===== src/rtl/fsil_pkg.sv =====
// ============================================================
// shared constants of the framer status and interrupt logic
package fsil_pkg;

  // ============================================================
  // register addresses on the parallel control port
  localparam logic [7:0] ADDR_STATUS_ONE    = 8'h06;
  localparam logic [7:0] ADDR_STATUS_TWO    = 8'h07;
  localparam logic [7:0] ADDR_RECEIVE_INFO  = 8'h08;
  localparam logic [7:0] ADDR_INT_MASK_ONE  = 8'h16;
  localparam logic [7:0] ADDR_INT_MASK_TWO  = 8'h17;
  localparam logic [7:0] ADDR_COMMON_CTRL_6 = 8'h1d;
  localparam logic [7:0] ADDR_SYNC_STATE    = 8'h1e;

  // ============================================================
  // common_control_six field positions
  localparam int CC6_TX_CLK_SRC  = 2;
  localparam int CC6_RX_ES_RESET = 1;
  localparam int CC6_TX_ES_RESET = 0;
  localparam logic [7:0] CC6_WRITABLE = 8'he7; // bits 4 and 3 unassigned

  // ============================================================
  // reset values
  localparam logic [7:0] CC6_RESET      = 8'h00;
  localparam logic [7:0] INT_MASK_RESET = 8'h00; // all sources masked
  localparam logic [7:0] STATUS_RESET   = 8'h00;

  // ============================================================
  // alarm positions of the latched registers (others are events)
  localparam logic [7:0] ALARMS_STATUS_ONE = 8'h0f;
  localparam logic [7:0] ALARMS_NONE       = 8'h00;
  localparam int         NUM_LATCHED       = 3;

endpackage


===== src/rtl/fsil_latch.sv =====
`timescale 1ns/1ps
// ============================================================
// one latched status register with write mask and pending flags
module fsil_latch #(
  parameter logic [7:0] ALARM_BITS = 8'h00 // positions holding alarms
) (
  input  wire logic       clock,   // system clock
  input  wire logic       rst,     // synchronous reset
  input  wire logic       ce,      // clock enable
  input  wire logic [7:0] ev,      // event pulses
  input  wire logic [7:0] alarm,   // alarm levels
  input  wire logic       wr,      // mask write strobe
  input  wire logic       rd,      // read strobe
  input  wire logic [7:0] wdata,   // mask byte
  output logic      [7:0] held,    // readable value
  output logic      [7:0] pend     // interrupt pending flags
);

  typedef struct packed {
    logic [7:0] latched;
    logic [7:0] held;
    logic [7:0] mask;
    logic [7:0] alarm_q;
    logic [7:0] pend;
  } fsil_latch_s;

  fsil_latch_s s_r;
  fsil_latch_s s_nxt;
  logic [7:0]  evt;
  logic [7:0]  chg;
  logic [7:0]  clr;

  // next state: set wins over read clear
  always_comb begin
    s_nxt = s_r;
    evt   = ev & ~ALARM_BITS;
    chg   = ALARM_BITS & (alarm ^ s_r.alarm_q);
    clr   = rd ? s_r.mask : 8'h00;
    s_nxt.alarm_q = alarm & ALARM_BITS;
    s_nxt.latched = (s_r.latched & ~clr) | evt | chg | (alarm & ALARM_BITS);
    s_nxt.pend = (s_r.pend & ~clr) | evt | chg;
    if (wr) begin
      s_nxt.mask = wdata;
      s_nxt.held = (s_r.held & ~wdata) | (s_nxt.latched & wdata);
    end
  end

  // state register
  always_ff @(posedge clock) begin
    if (rst) begin
      s_r <= '0;
    end else if (ce) begin
      s_r <= s_nxt;
    end
  end

  assign held = s_r.held;
  assign pend = s_r.pend;
endmodule


===== src/rtl/fsil_top.sv =====
`timescale 1ns/1ps
module fsil_top (
  input  wire logic       clock,                     // 100 mhz system clock
  input  wire logic       rst,                       // synchronous reset
  input  wire logic       ce,                        // clock enable
  input  wire logic [7:0] cpu_addr,                  // register address
  input  wire logic       cpu_wr,                    // write strobe, one cycle
  input  wire logic       cpu_rd,                    // read strobe, one cycle
  input  wire logic [7:0] cpu_wdata,                 // write data
  output logic      [7:0] cpu_rdata,                 // read data
  input  wire logic [7:4] status_one_events,         // sr1 event pulses
  input  wire logic       unframed_all_ones_alarm,   // alarm level
  input  wire logic       remote_alarm,              // alarm level
  input  wire logic       carrier_loss_alarm,        // alarm level
  input  wire logic       loss_of_sync_alarm,        // alarm level
  input  wire logic [7:0] status_two_events,         // sr2 event pulses
  input  wire logic [7:0] receive_info_events,       // rir event pulses
  input  wire logic [7:0] synchronizer_state,        // live synchronizer state
  input  wire logic       hdlc_int_req,              // hdlc pending unmasked
  input  wire logic       lost_tx_clock_mux_control, // from common_control_two
  input  wire logic       lost_tx_clock,             // transmit clock lost
  output logic            int_n,                     // interrupt, active low
  output logic            tx_clk_from_rx,            // formatter uses rx clock
  output logic            rx_elastic_reset,          // one-cycle store reset
  output logic            tx_elastic_reset,          // one-cycle store reset
  output logic      [7:0] common_control_six         // control register copy
);

  // ============================================================
  // state
  typedef struct packed {
    logic [7:0] cc6;
    logic [7:0] interrupt_mask_one;
    logic [7:0] interrupt_mask_two;
    logic [7:0] rdata;
    logic       int_n;
    logic       tx_from_rx;
    logic       rx_rst;
    logic       tx_rst;
  } fsil_state_s;

  fsil_state_s s_r;
  fsil_state_s s_nxt;

  logic [7:0] held [fsil_pkg::NUM_LATCHED];
  logic [7:0] pend [fsil_pkg::NUM_LATCHED];
  logic [7:0] evs  [fsil_pkg::NUM_LATCHED];
  logic [7:0] alms [fsil_pkg::NUM_LATCHED];
  logic [7:0] laddr[fsil_pkg::NUM_LATCHED];

  // address match, used by the latch strobes and the register writes
  function automatic logic hit(input logic [7:0] a, input logic [7:0] off);
    hit = (a == off);
  endfunction

  // ============================================================
  // latched status registers
  assign evs[0]   = {status_one_events, 4'h0};
  assign alms[0]  = {4'h0, unframed_all_ones_alarm, remote_alarm, carrier_loss_alarm, loss_of_sync_alarm};
  assign evs[1]   = status_two_events;
  assign alms[1]  = 8'h00;
  assign evs[2]   = receive_info_events;
  assign alms[2]  = 8'h00;
  assign laddr[0] = fsil_pkg::ADDR_STATUS_ONE;
  assign laddr[1] = fsil_pkg::ADDR_STATUS_TWO;
  assign laddr[2] = fsil_pkg::ADDR_RECEIVE_INFO;

  // one latch per status register
  for (genvar g = 0; g < fsil_pkg::NUM_LATCHED; g++) begin : g_latch
    fsil_latch #(
      .ALARM_BITS((g == 0) ? fsil_pkg::ALARMS_STATUS_ONE : fsil_pkg::ALARMS_NONE)
    ) u_latch (
      .clock (clock),
      .rst   (rst),
      .ce    (ce),
      .ev    (evs[g]),
      .alarm (alms[g]),
      .wr    (cpu_wr && hit(cpu_addr, laddr[g])),
      .rd    (cpu_rd && hit(cpu_addr, laddr[g])),
      .wdata (cpu_wdata),
      .held  (held[g]),
      .pend  (pend[g])
    );
  end

  // ============================================================
  // next state
  always_comb begin
    s_nxt        = s_r;
    s_nxt.rx_rst = 1'b0;
    s_nxt.tx_rst = 1'b0;
    if (cpu_wr) begin
      if (hit(cpu_addr, fsil_pkg::ADDR_COMMON_CTRL_6)) begin
        s_nxt.cc6 = cpu_wdata & fsil_pkg::CC6_WRITABLE;
        s_nxt.rx_rst = cpu_wdata[fsil_pkg::CC6_RX_ES_RESET] & ~s_r.cc6[fsil_pkg::CC6_RX_ES_RESET];
        s_nxt.tx_rst = cpu_wdata[fsil_pkg::CC6_TX_ES_RESET] & ~s_r.cc6[fsil_pkg::CC6_TX_ES_RESET];
      end
      if (hit(cpu_addr, fsil_pkg::ADDR_INT_MASK_ONE)) begin
        s_nxt.interrupt_mask_one = cpu_wdata;
      end
      if (hit(cpu_addr, fsil_pkg::ADDR_INT_MASK_TWO)) begin
        s_nxt.interrupt_mask_two = cpu_wdata;
      end
    end
    // read mux, unmapped reads as zero
    if (cpu_rd) begin
      case (cpu_addr)
        fsil_pkg::ADDR_STATUS_ONE:    s_nxt.rdata = held[0];
        fsil_pkg::ADDR_STATUS_TWO:    s_nxt.rdata = held[1];
        fsil_pkg::ADDR_RECEIVE_INFO:  s_nxt.rdata = held[2];
        fsil_pkg::ADDR_INT_MASK_ONE:  s_nxt.rdata = s_r.interrupt_mask_one;
        fsil_pkg::ADDR_INT_MASK_TWO:  s_nxt.rdata = s_r.interrupt_mask_two;
        fsil_pkg::ADDR_COMMON_CTRL_6: s_nxt.rdata = s_r.cc6;
        fsil_pkg::ADDR_SYNC_STATE:    s_nxt.rdata = synchronizer_state;
        default:                      s_nxt.rdata = 8'h00;
      endcase
    end
    s_nxt.tx_from_rx = s_r.cc6[fsil_pkg::CC6_TX_CLK_SRC] | (lost_tx_clock_mux_control & lost_tx_clock);
    s_nxt.int_n = ~((|(pend[0] & s_r.interrupt_mask_one)) | (|(pend[1] & s_r.interrupt_mask_two)) | hdlc_int_req);
  end

  // state register
  always_ff @(posedge clock) begin
    if (rst) begin
      s_r.cc6        <= fsil_pkg::CC6_RESET;
      s_r.interrupt_mask_one       <= fsil_pkg::INT_MASK_RESET;
      s_r.interrupt_mask_two       <= fsil_pkg::INT_MASK_RESET;
      s_r.rdata      <= fsil_pkg::STATUS_RESET;
      s_r.int_n      <= 1'b1;
      s_r.tx_from_rx <= 1'b0;
      s_r.rx_rst     <= 1'b0;
      s_r.tx_rst     <= 1'b0;
    end else if (ce) begin
      s_r <= s_nxt;
    end
  end

  // outputs straight from flip-flops
  assign cpu_rdata          = s_r.rdata;
  assign int_n              = s_r.int_n;
  assign tx_clk_from_rx     = s_r.tx_from_rx;
  assign rx_elastic_reset   = s_r.rx_rst;
  assign tx_elastic_reset   = s_r.tx_rst;
  assign common_control_six = s_r.cc6;

  // alarm levels seen by the checks
  logic [3:0] alarm_now;
  assign alarm_now = {unframed_all_ones_alarm, remote_alarm, carrier_loss_alarm, loss_of_sync_alarm};
endmodule


===== config.mk =====
export PLATFORM = sky130hd
export DESIGN_NAME = fsil_top
export DESIGN_NICKNAME = d
export VERILOG_FILES = /design/src/rtl/fsil_pkg.sv /design/src/rtl/fsil_latch.sv /design/src/rtl/fsil_top.sv
export SDC_FILE = /design/constraint.sdc
export NUM_CORES = 1
export LEC_CHECK = 0
export BUFFER_PORTS_ARGS = -buffer_cell sky130_fd_sc_hd__buf_2
export CAP_MARGIN = 15
export CORE_AREA = 2 2 124 126
export DETAILED_ROUTE_END_ITERATION = 10
export DIE_AREA = 0 0 126 128
export PLACE_DENSITY = 0.6
export SYNTH_ARGS = -nofsm -noshare
export SYNTH_HDL_FRONTEND = slang
export SYNTH_SLANG_ARGS = --single-unit

===== constraint.sdc =====
create_clock -name clock -period 2.9 [get_ports clock]
set_input_delay 0.435 -clock clock [delete_from_list [all_inputs] [get_ports clock]]
set_output_delay 0.435 -clock clock [all_outputs]
set_load 0.1 [all_outputs]

=== After elaboration in Yosys (flattened, before gate mapping) ===
Index checks and enable logic that the tools add are counted.

* Bits in read-only memories: 0
* Bits in writable memories: 0
* Output and inout port bits: 20
* Input bits: 56
* Word-level logic and storage cells: 86
* Register bits after elaboration: 126
* Bits in latches: 0
* Memories: 0

* Magnitude comparators: 0
* Bitwise logic cells: 38
* Eq/ne operators: 7
* Reduce and logical (&&, ||, !) cells: 15
* Add/sub/neg operators: 0
* Mux-type cells: 6
* $mul: 0
* Shift-type cells: 0
* Divide/modulo/power cells: 0

{| class="wikitable"
|+ Operators with widths
! operator !! count
|-
| AND 8 bit || 13
|-
| OR 8 bit || 8
|-
| case mux 8 bit (7 select lines) || 1
|-
| equality test 8 x 5 -> 1 bit, second input constant || 4
|-
| inverter 8 bit || 4
|-
| 2-to-1 mux 8 bit || 3
|-
| OR 8 x 4 -> 8 bit || 3
|-
| equality test 8 x 3 -> 1 bit, second input constant || 2
|-
| OR reduction 8 bit || 2
|-
| AND reduction 3 bit || 3
|-
| equality test 8 x 4 -> 1 bit, second input constant || 1
|-
| AND reduction 2 bit || 4
|-
| logical AND 1 bit || 6
|-
| 2-to-1 mux 2 bit || 2
|-
| bitwise XOR 4 bit || 1
|-
| AND 1 bit || 3
|-
| inverter 1 bit || 3
|-
| OR 1 bit || 3
|}

=== Logic depth before layout (Yosys ltp) ===
* Depth in word-level cells: 10
* Gate-level depth with buffers: 8
* Depth with buffers taken out: 4

=== Hierarchy ===
A second synthesis with hierarchy kept.

* Cell total of the unflattened synthesis: 731
* Area total of the unflattened synthesis: 6693.9 um2

{| class="wikitable"
|+ Modules (own cells, without submodules)
! module !! times used !! cells an instance !! sequential area each (um2) !! area each (um2)
|-
| fsil_latch at g_latch[1].u_latch ... || 2 || 156 || 640.6 || 1519.0
|-
| fsil_top || 1 || 238 || 680.7 || 2125.8
|-
| fsil_latch at g_latch[0].u_latch || 1 || 181 || 720.7 || 1530.2
|}

=== Worst setup path before layout ===
OpenSTA, ideal clock, no wires.

* Path kind: input to register
* Start point: input cpu_addr[7]
* End point: register s_r (netlist bit rx_elastic_reset)
* Slack: 779 ps
* Setup time: 70 ps
* Cell stages on the path: 6
* Buffers on the path: 2
* Arrival: 2050 ps
* Data required time: 2830 ps
* Cells stage by stage: or3_1 buf_6 or4_4 buf_6 or3b_1 a21oi_1

* Word-level cells in the longest chain between the ends: 3

{| class="wikitable"
|+ RTL lines
! what !! RTL line !! RTL
|-
| from (decl) || fsil_top.sv:6 || <nowiki>input wire logic [7:0] cpu_addr,</nowiki>
|-
| equality test 8 x 5 -> 1 bit || fsil_top.sv:53 || <nowiki>hit = (a == off);</nowiki>
|-
| 2-to-1 mux 2 bit || fsil_top.sv:93 || <nowiki>if (hit(cpu_addr, fsil_pkg::ADDR_COMMON_CTRL_6)) begin</nowiki>
|-
| 2-to-1 mux 2 bit || fsil_top.sv:92 || <nowiki>if (cpu_wr) begin</nowiki>
|-
| to (signal assigned) || fsil_top.sv:134 || <nowiki>s_r <= s_nxt;</nowiki>
|-
| to (decl) || fsil_top.sv:42 || <nowiki>fsil_state_s s_r;</nowiki>
|}

Every way passes these cells.
A chain may end at the register's enable or synchronous reset.

==> metrics.txt <==
# TYPE chip_impl_metric gauge
chip_impl_info{name="result_of_the_run",value="completed"} 1
chip_impl_metric{name="floorplan.initialDensity",unit="%"} 39.3
chip_impl_metric{name="clock_sinks",unit=""} 126
chip_impl_info{name="regToRegEndpoint",value="cpu_rdata[2]$_SDFFE_PP0P_"} 1
chip_impl_metric{name="area_growth",unit="%"} 17.2
chip_impl_info{name="synth.cells.most_frequent",value="126 x sky130_fd_sc_hd__dfxtp_1, 85 x sky130_fd_sc_hd__a21oi_1, 74 x sky130_fd_sc_hd__nand2_1"} 1
chip_impl_info{name="regToRegStartpoint",value="common_control_six[2]$_SDFFE_PP0P_"} 1
chip_impl_metric{name="design_area",unit="mm²"} 0.00685
chip_impl_metric{name="drt_iter0_drc",unit=""} 550
chip_impl_metric{name="synth_cell_types",unit=""} 51
chip_impl_metric{name="asyncSetResetFlopFracSynth",unit="%"} 0
chip_impl_metric{name="synthCells",unit=""} 690
chip_impl_metric{name="wirelength",unit="µm"} 17700
chip_impl_metric{name="dp_hpwl",unit="µm"} 12300
chip_impl_metric{name="detail_route.drc_violations",unit=""} 0
chip_impl_info{name="timing.critical_path.from_type",value="input port"} 1
chip_impl_metric{name="upper_clock_frequency_limit",unit="GHz"} 0.489
chip_impl_metric{name="post_route_cells_drive_above_1_share",unit="%"} 18.6
chip_impl_metric{name="detailed_place.area",unit="mm²"} 0.00621
chip_impl_metric{name="clk_pin_slew",unit="ps"} 60
chip_impl_metric{name="port_buffers",unit=""} 73
chip_impl_metric{name="finalSetupTns",unit="ps"} 0
chip_impl_metric{name="final.period_utilization",unit="%"} 70.6
chip_impl_metric{name="die_width",unit="µm"} 126
chip_impl_info{name="clock_tree.root_cell",value="sky130_fd_sc_hd__clkbuf_16"} 1
chip_impl_metric{name="timing.final.crit_period",unit="ps"} 2050
chip_impl_info{name="timing.hold.worst.start",value="receive_info_events[4]"} 1
chip_impl_metric{name="detailedRoute.firstPassIterationCount",unit=""} 5
chip_impl_metric{name="first_global_vias",unit=""} 5257
chip_impl_metric{name="insertedDiodeCount",unit=""} 0
chip_impl_metric{name="synth_top_cell_area_share",unit="%"} 43.2
chip_impl_metric{name="cts_made_buffers",unit=""} 17
chip_impl_metric{name="synth_simple_gate_area_share",unit="%"} 16.5
chip_impl_metric{name="post_cts_hold_buffer_count",unit=""} 0
chip_impl_metric{name="cts_setup_buffers",unit=""} 0
chip_impl_info{name="synthTopCellsByArea",value="sky130_fd_sc_hd__dfxtp_1 43%, sky130_fd_sc_hd__a21oi_1 7.3%, sky130_fd_sc_hd__mux2i_1 5.1%"} 1
chip_impl_metric{name="grt_pass1_wl",unit="µm"} 28200
chip_impl_metric{name="power.ir.vdd_worst",unit="V"} 0.000389
chip_impl_info{name="crit_path_end_kind",value="flop"} 1
chip_impl_metric{name="cts.repair.resized",unit=""} 0
chip_impl_info{name="path_class",value="input port to flop"} 1
chip_impl_metric{name="worstSkewPairLatency",unit="ps"} 430
chip_impl_metric{name="design.die.area",unit="mm²"} 0.0161
chip_impl_metric{name="avg_inst_size_synth",unit="µm²"} 8.47
chip_impl_metric{name="rows",unit=""} 45
chip_impl_metric{name="synthesized_area_fraction_occupied_by_xor_and_xnor_cells",unit="%"} 0.599
chip_impl_metric{name="synth_adder_area_share",unit="%"} 0
chip_impl_metric{name="top_level_ports",unit=""} 76
chip_impl_metric{name="worst-endpoint-required",unit="ps"} 3220
chip_impl_metric{name="h-tree-depth",unit=""} 4
chip_impl_metric{name="clock_path_buffers",unit=""} 2
chip_impl_metric{name="number_of_warning_messages_in_the_yosys_log",unit=""} 0
chip_impl_metric{name="leakagePower",unit="µW"} 0.00252
chip_impl_metric{name="place.gp.congestion",unit=""} 0.854
chip_impl_metric{name="whs_path_depth",unit=""} 2
chip_impl_info{name="synth.most_common_cell",value="sky130_fd_sc_hd__dfxtp_1"} 1
chip_impl_metric{name="fin_nets",unit=""} 776
chip_impl_metric{name="finalClockSkew",unit="ps"} 7.50
chip_impl_info{name="netlist.top_cell.by_area",value="sky130_fd_sc_hd__dfxtp_1"} 1
chip_impl_metric{name="synthMuxAreaShare",unit="%"} 5.91
chip_impl_info{name="largest_family_of_logic_cells_by_synthesized_area",value="compound AO/OA/AOI/OAI gates"} 1
chip_impl_metric{name="synth.ff_latch_count",unit=""} 126
chip_impl_metric{name="rr_worst_depth",unit=""} 4
chip_impl_info{name="rsz_0062_raised_after_global_routing",value="no"} 1
chip_impl_metric{name="post_synth_instance_area",unit="mm²"} 0.00584
chip_impl_metric{name="global_route.overflow_total",unit=""} 0
chip_impl_metric{name="powerDensity",unit="mW/mm²"} 655
chip_impl_metric{name="antenna_found_initial",unit=""} 0
chip_impl_metric{name="path_max_fanout",unit=""} 23
chip_impl_metric{name="setup_viol",unit=""} 0
chip_impl_metric{name="filler_cell_count",unit=""} 1441
chip_impl_metric{name="die_h",unit="µm"} 128
chip_impl_metric{name="worst-endpoint-arrival",unit="ps"} 2360
chip_impl_metric{name="vias",unit=""} 5354
chip_impl_metric{name="sequential_fraction_of_the_synthesis_area",unit="%"} 43.2
chip_impl_metric{name="regToRegSetupSlack",unit="ps"} 1390
chip_impl_metric{name="coreArea",unit="mm²"} 0.0149
chip_impl_metric{name="synth-edff-count",unit=""} 0
chip_impl_metric{name="largest_net_degree_at_the_start_of_global_routing",unit=""} 87
chip_impl_info{name="tritoncts",value="done"} 1
chip_impl_metric{name="detail_route.vias_per_cell",unit=""} 5.81
chip_impl_metric{name="globalRouteTotalUtil",unit="%"} 22.4
chip_impl_metric{name="route.antenna.remaining_nets",unit=""} 0
chip_impl_info{name="post_synth_top_flop",value="sky130_fd_sc_hd__dfxtp_1"} 1
chip_impl_metric{name="slew-limit-headroom",unit="%"} 38.4
chip_impl_metric{name="tightest_slew",unit="ps"} 924
chip_impl_metric{name="synth_compound_gate_area_share",unit="%"} 25.7
chip_impl_metric{name="finalMaxSlewViolations",unit=""} 0
chip_impl_metric{name="max-cap-violations",unit=""} 0
chip_impl_info{name="min_delay_worst_type",value="input port to flop"} 1
chip_impl_metric{name="report.final.hold_viol_count",unit=""} 0
chip_impl_metric{name="routedWlPerCell",unit="µm"} 19.2
==> cell type report <==
cell class | count | area (µm²) | area share (%)
multi-input cells | 461 | 2860 | 41.8
flip-flops and latches | 126 | 2520 | 36.8
well taps | 188 | 235 | 3.43
clock buffers | 19 | 453 | 6.61
repair buffers | 88 | 493 | 7.20
clock inverters | 13 | 188 | 2.74
inverters | 26 | 97.6 | 1.42
==> cell families after synthesis <==
group           Yosys count
compound gates          229
simple gates            192
flops                   126
buf+inv                 104
mux                      34
xor+xnor                  4
other cells               1
==> per-stage QoR <==
step	hold WS, ps	power, µW	instances	setup slack (ps)	utilization, %
CTS	240	4510	921	890	46.1
finish	252	4490	921	853	46.1
global route	249	4620	921	611	46.1
detailed placement	450	2220	889	464	41.8
global placement	445	2210	889	526	41.8
floorplan	434	2100	691	779	-
==> routing by layer <==
metal  vias to the layer above  wire length (µm)  share of wire (%)  GRT usage (%)
li1                       2567                 -                  -              -
met1                      2583              7910                 45           29.1
met2                       177              8350                 47           36.1
met3                        27              1050                5.9           5.01
met4                         0               380                2.1           9.18
met5                         -                 0                  0              0
==> critical path: stages <==
cell	delay (ps)
sky130_fd_sc_hd__buf_2	340
sky130_fd_sc_hd__and4b_1	620
sky130_fd_sc_hd__and3_1	500
sky130_fd_sc_hd__nand2_1	160
sky130_fd_sc_hd__o31a_1	290
==> how the worst max path moves through the flow <==
| stage | startpoint | endpoint | slack, ps | cells after the start |
|---|---|---|---|---|
| after floorplan | cpu_addr[7] | rx_elastic_reset$_SDFFE_PP0P_ | 780 | 6 |
| after global placement | cpu_addr[0] | flop | 530 | 5 |
| after detailed placement | cpu_addr[0] | flop | 460 | 5 |
| after CTS | cpu_addr[0] | flop | 890 | 5 |
| after global routing | cpu_addr[0] | g_latch[1].u_latch.pend[6]$_SDFFE_PP0P_ | 610 | 6 |
| final | cpu_addr[0] | flop | 850 | 5 |
==> placed cells by master (no fill, tap or decap), types with 4 or more instances in the layout <==
master,count
sky130_fd_sc_hd__nand4_1,14
sky130_fd_sc_hd__mux2_2,4
sky130_fd_sc_hd__nor4bb_1,5
sky130_fd_sc_hd__mux2i_1,30
sky130_fd_sc_hd__a41oi_1,15
sky130_fd_sc_hd__or3_2,4
sky130_fd_sc_hd__o21ai_0,43
sky130_fd_sc_hd__nor2_1,51
sky130_fd_sc_hd__buf_4,15
sky130_fd_sc_hd__and3_1,5
sky130_fd_sc_hd__inv_1,26
sky130_fd_sc_hd__buf_2,72
sky130_fd_sc_hd__nor3_1,5
sky130_fd_sc_hd__nand3_1,6
sky130_fd_sc_hd__o31a_1,14
sky130_fd_sc_hd__and4b_1,6
sky130_fd_sc_hd__a311o_1,5
sky130_fd_sc_hd__nand2_1,74
sky130_fd_sc_hd__clkbuf_16,17
sky130_fd_sc_hd__xor2_1,4
sky130_fd_sc_hd__a211oi_1,12
sky130_fd_sc_hd__bufinv_16,4
sky130_fd_sc_hd__nand4b_1,4
sky130_fd_sc_hd__a21boi_0,15
sky130_fd_sc_hd__a311oi_1,9
sky130_fd_sc_hd__a21oi_1,85
sky130_fd_sc_hd__dfxtp_1,126
sky130_fd_sc_hd__a221oi_1,13
sky130_fd_sc_hd__a22o_1,4
==> where the power goes <==
group	leakage, µW	internal (µW)	total, µW	switching, µW
combinational	0.00119	113	370	257
clock	0.000306	1490	2300	818
sequential	0.00103	1780	1810	31.4
Note: power is estimated with default switching activity, not from simulation.
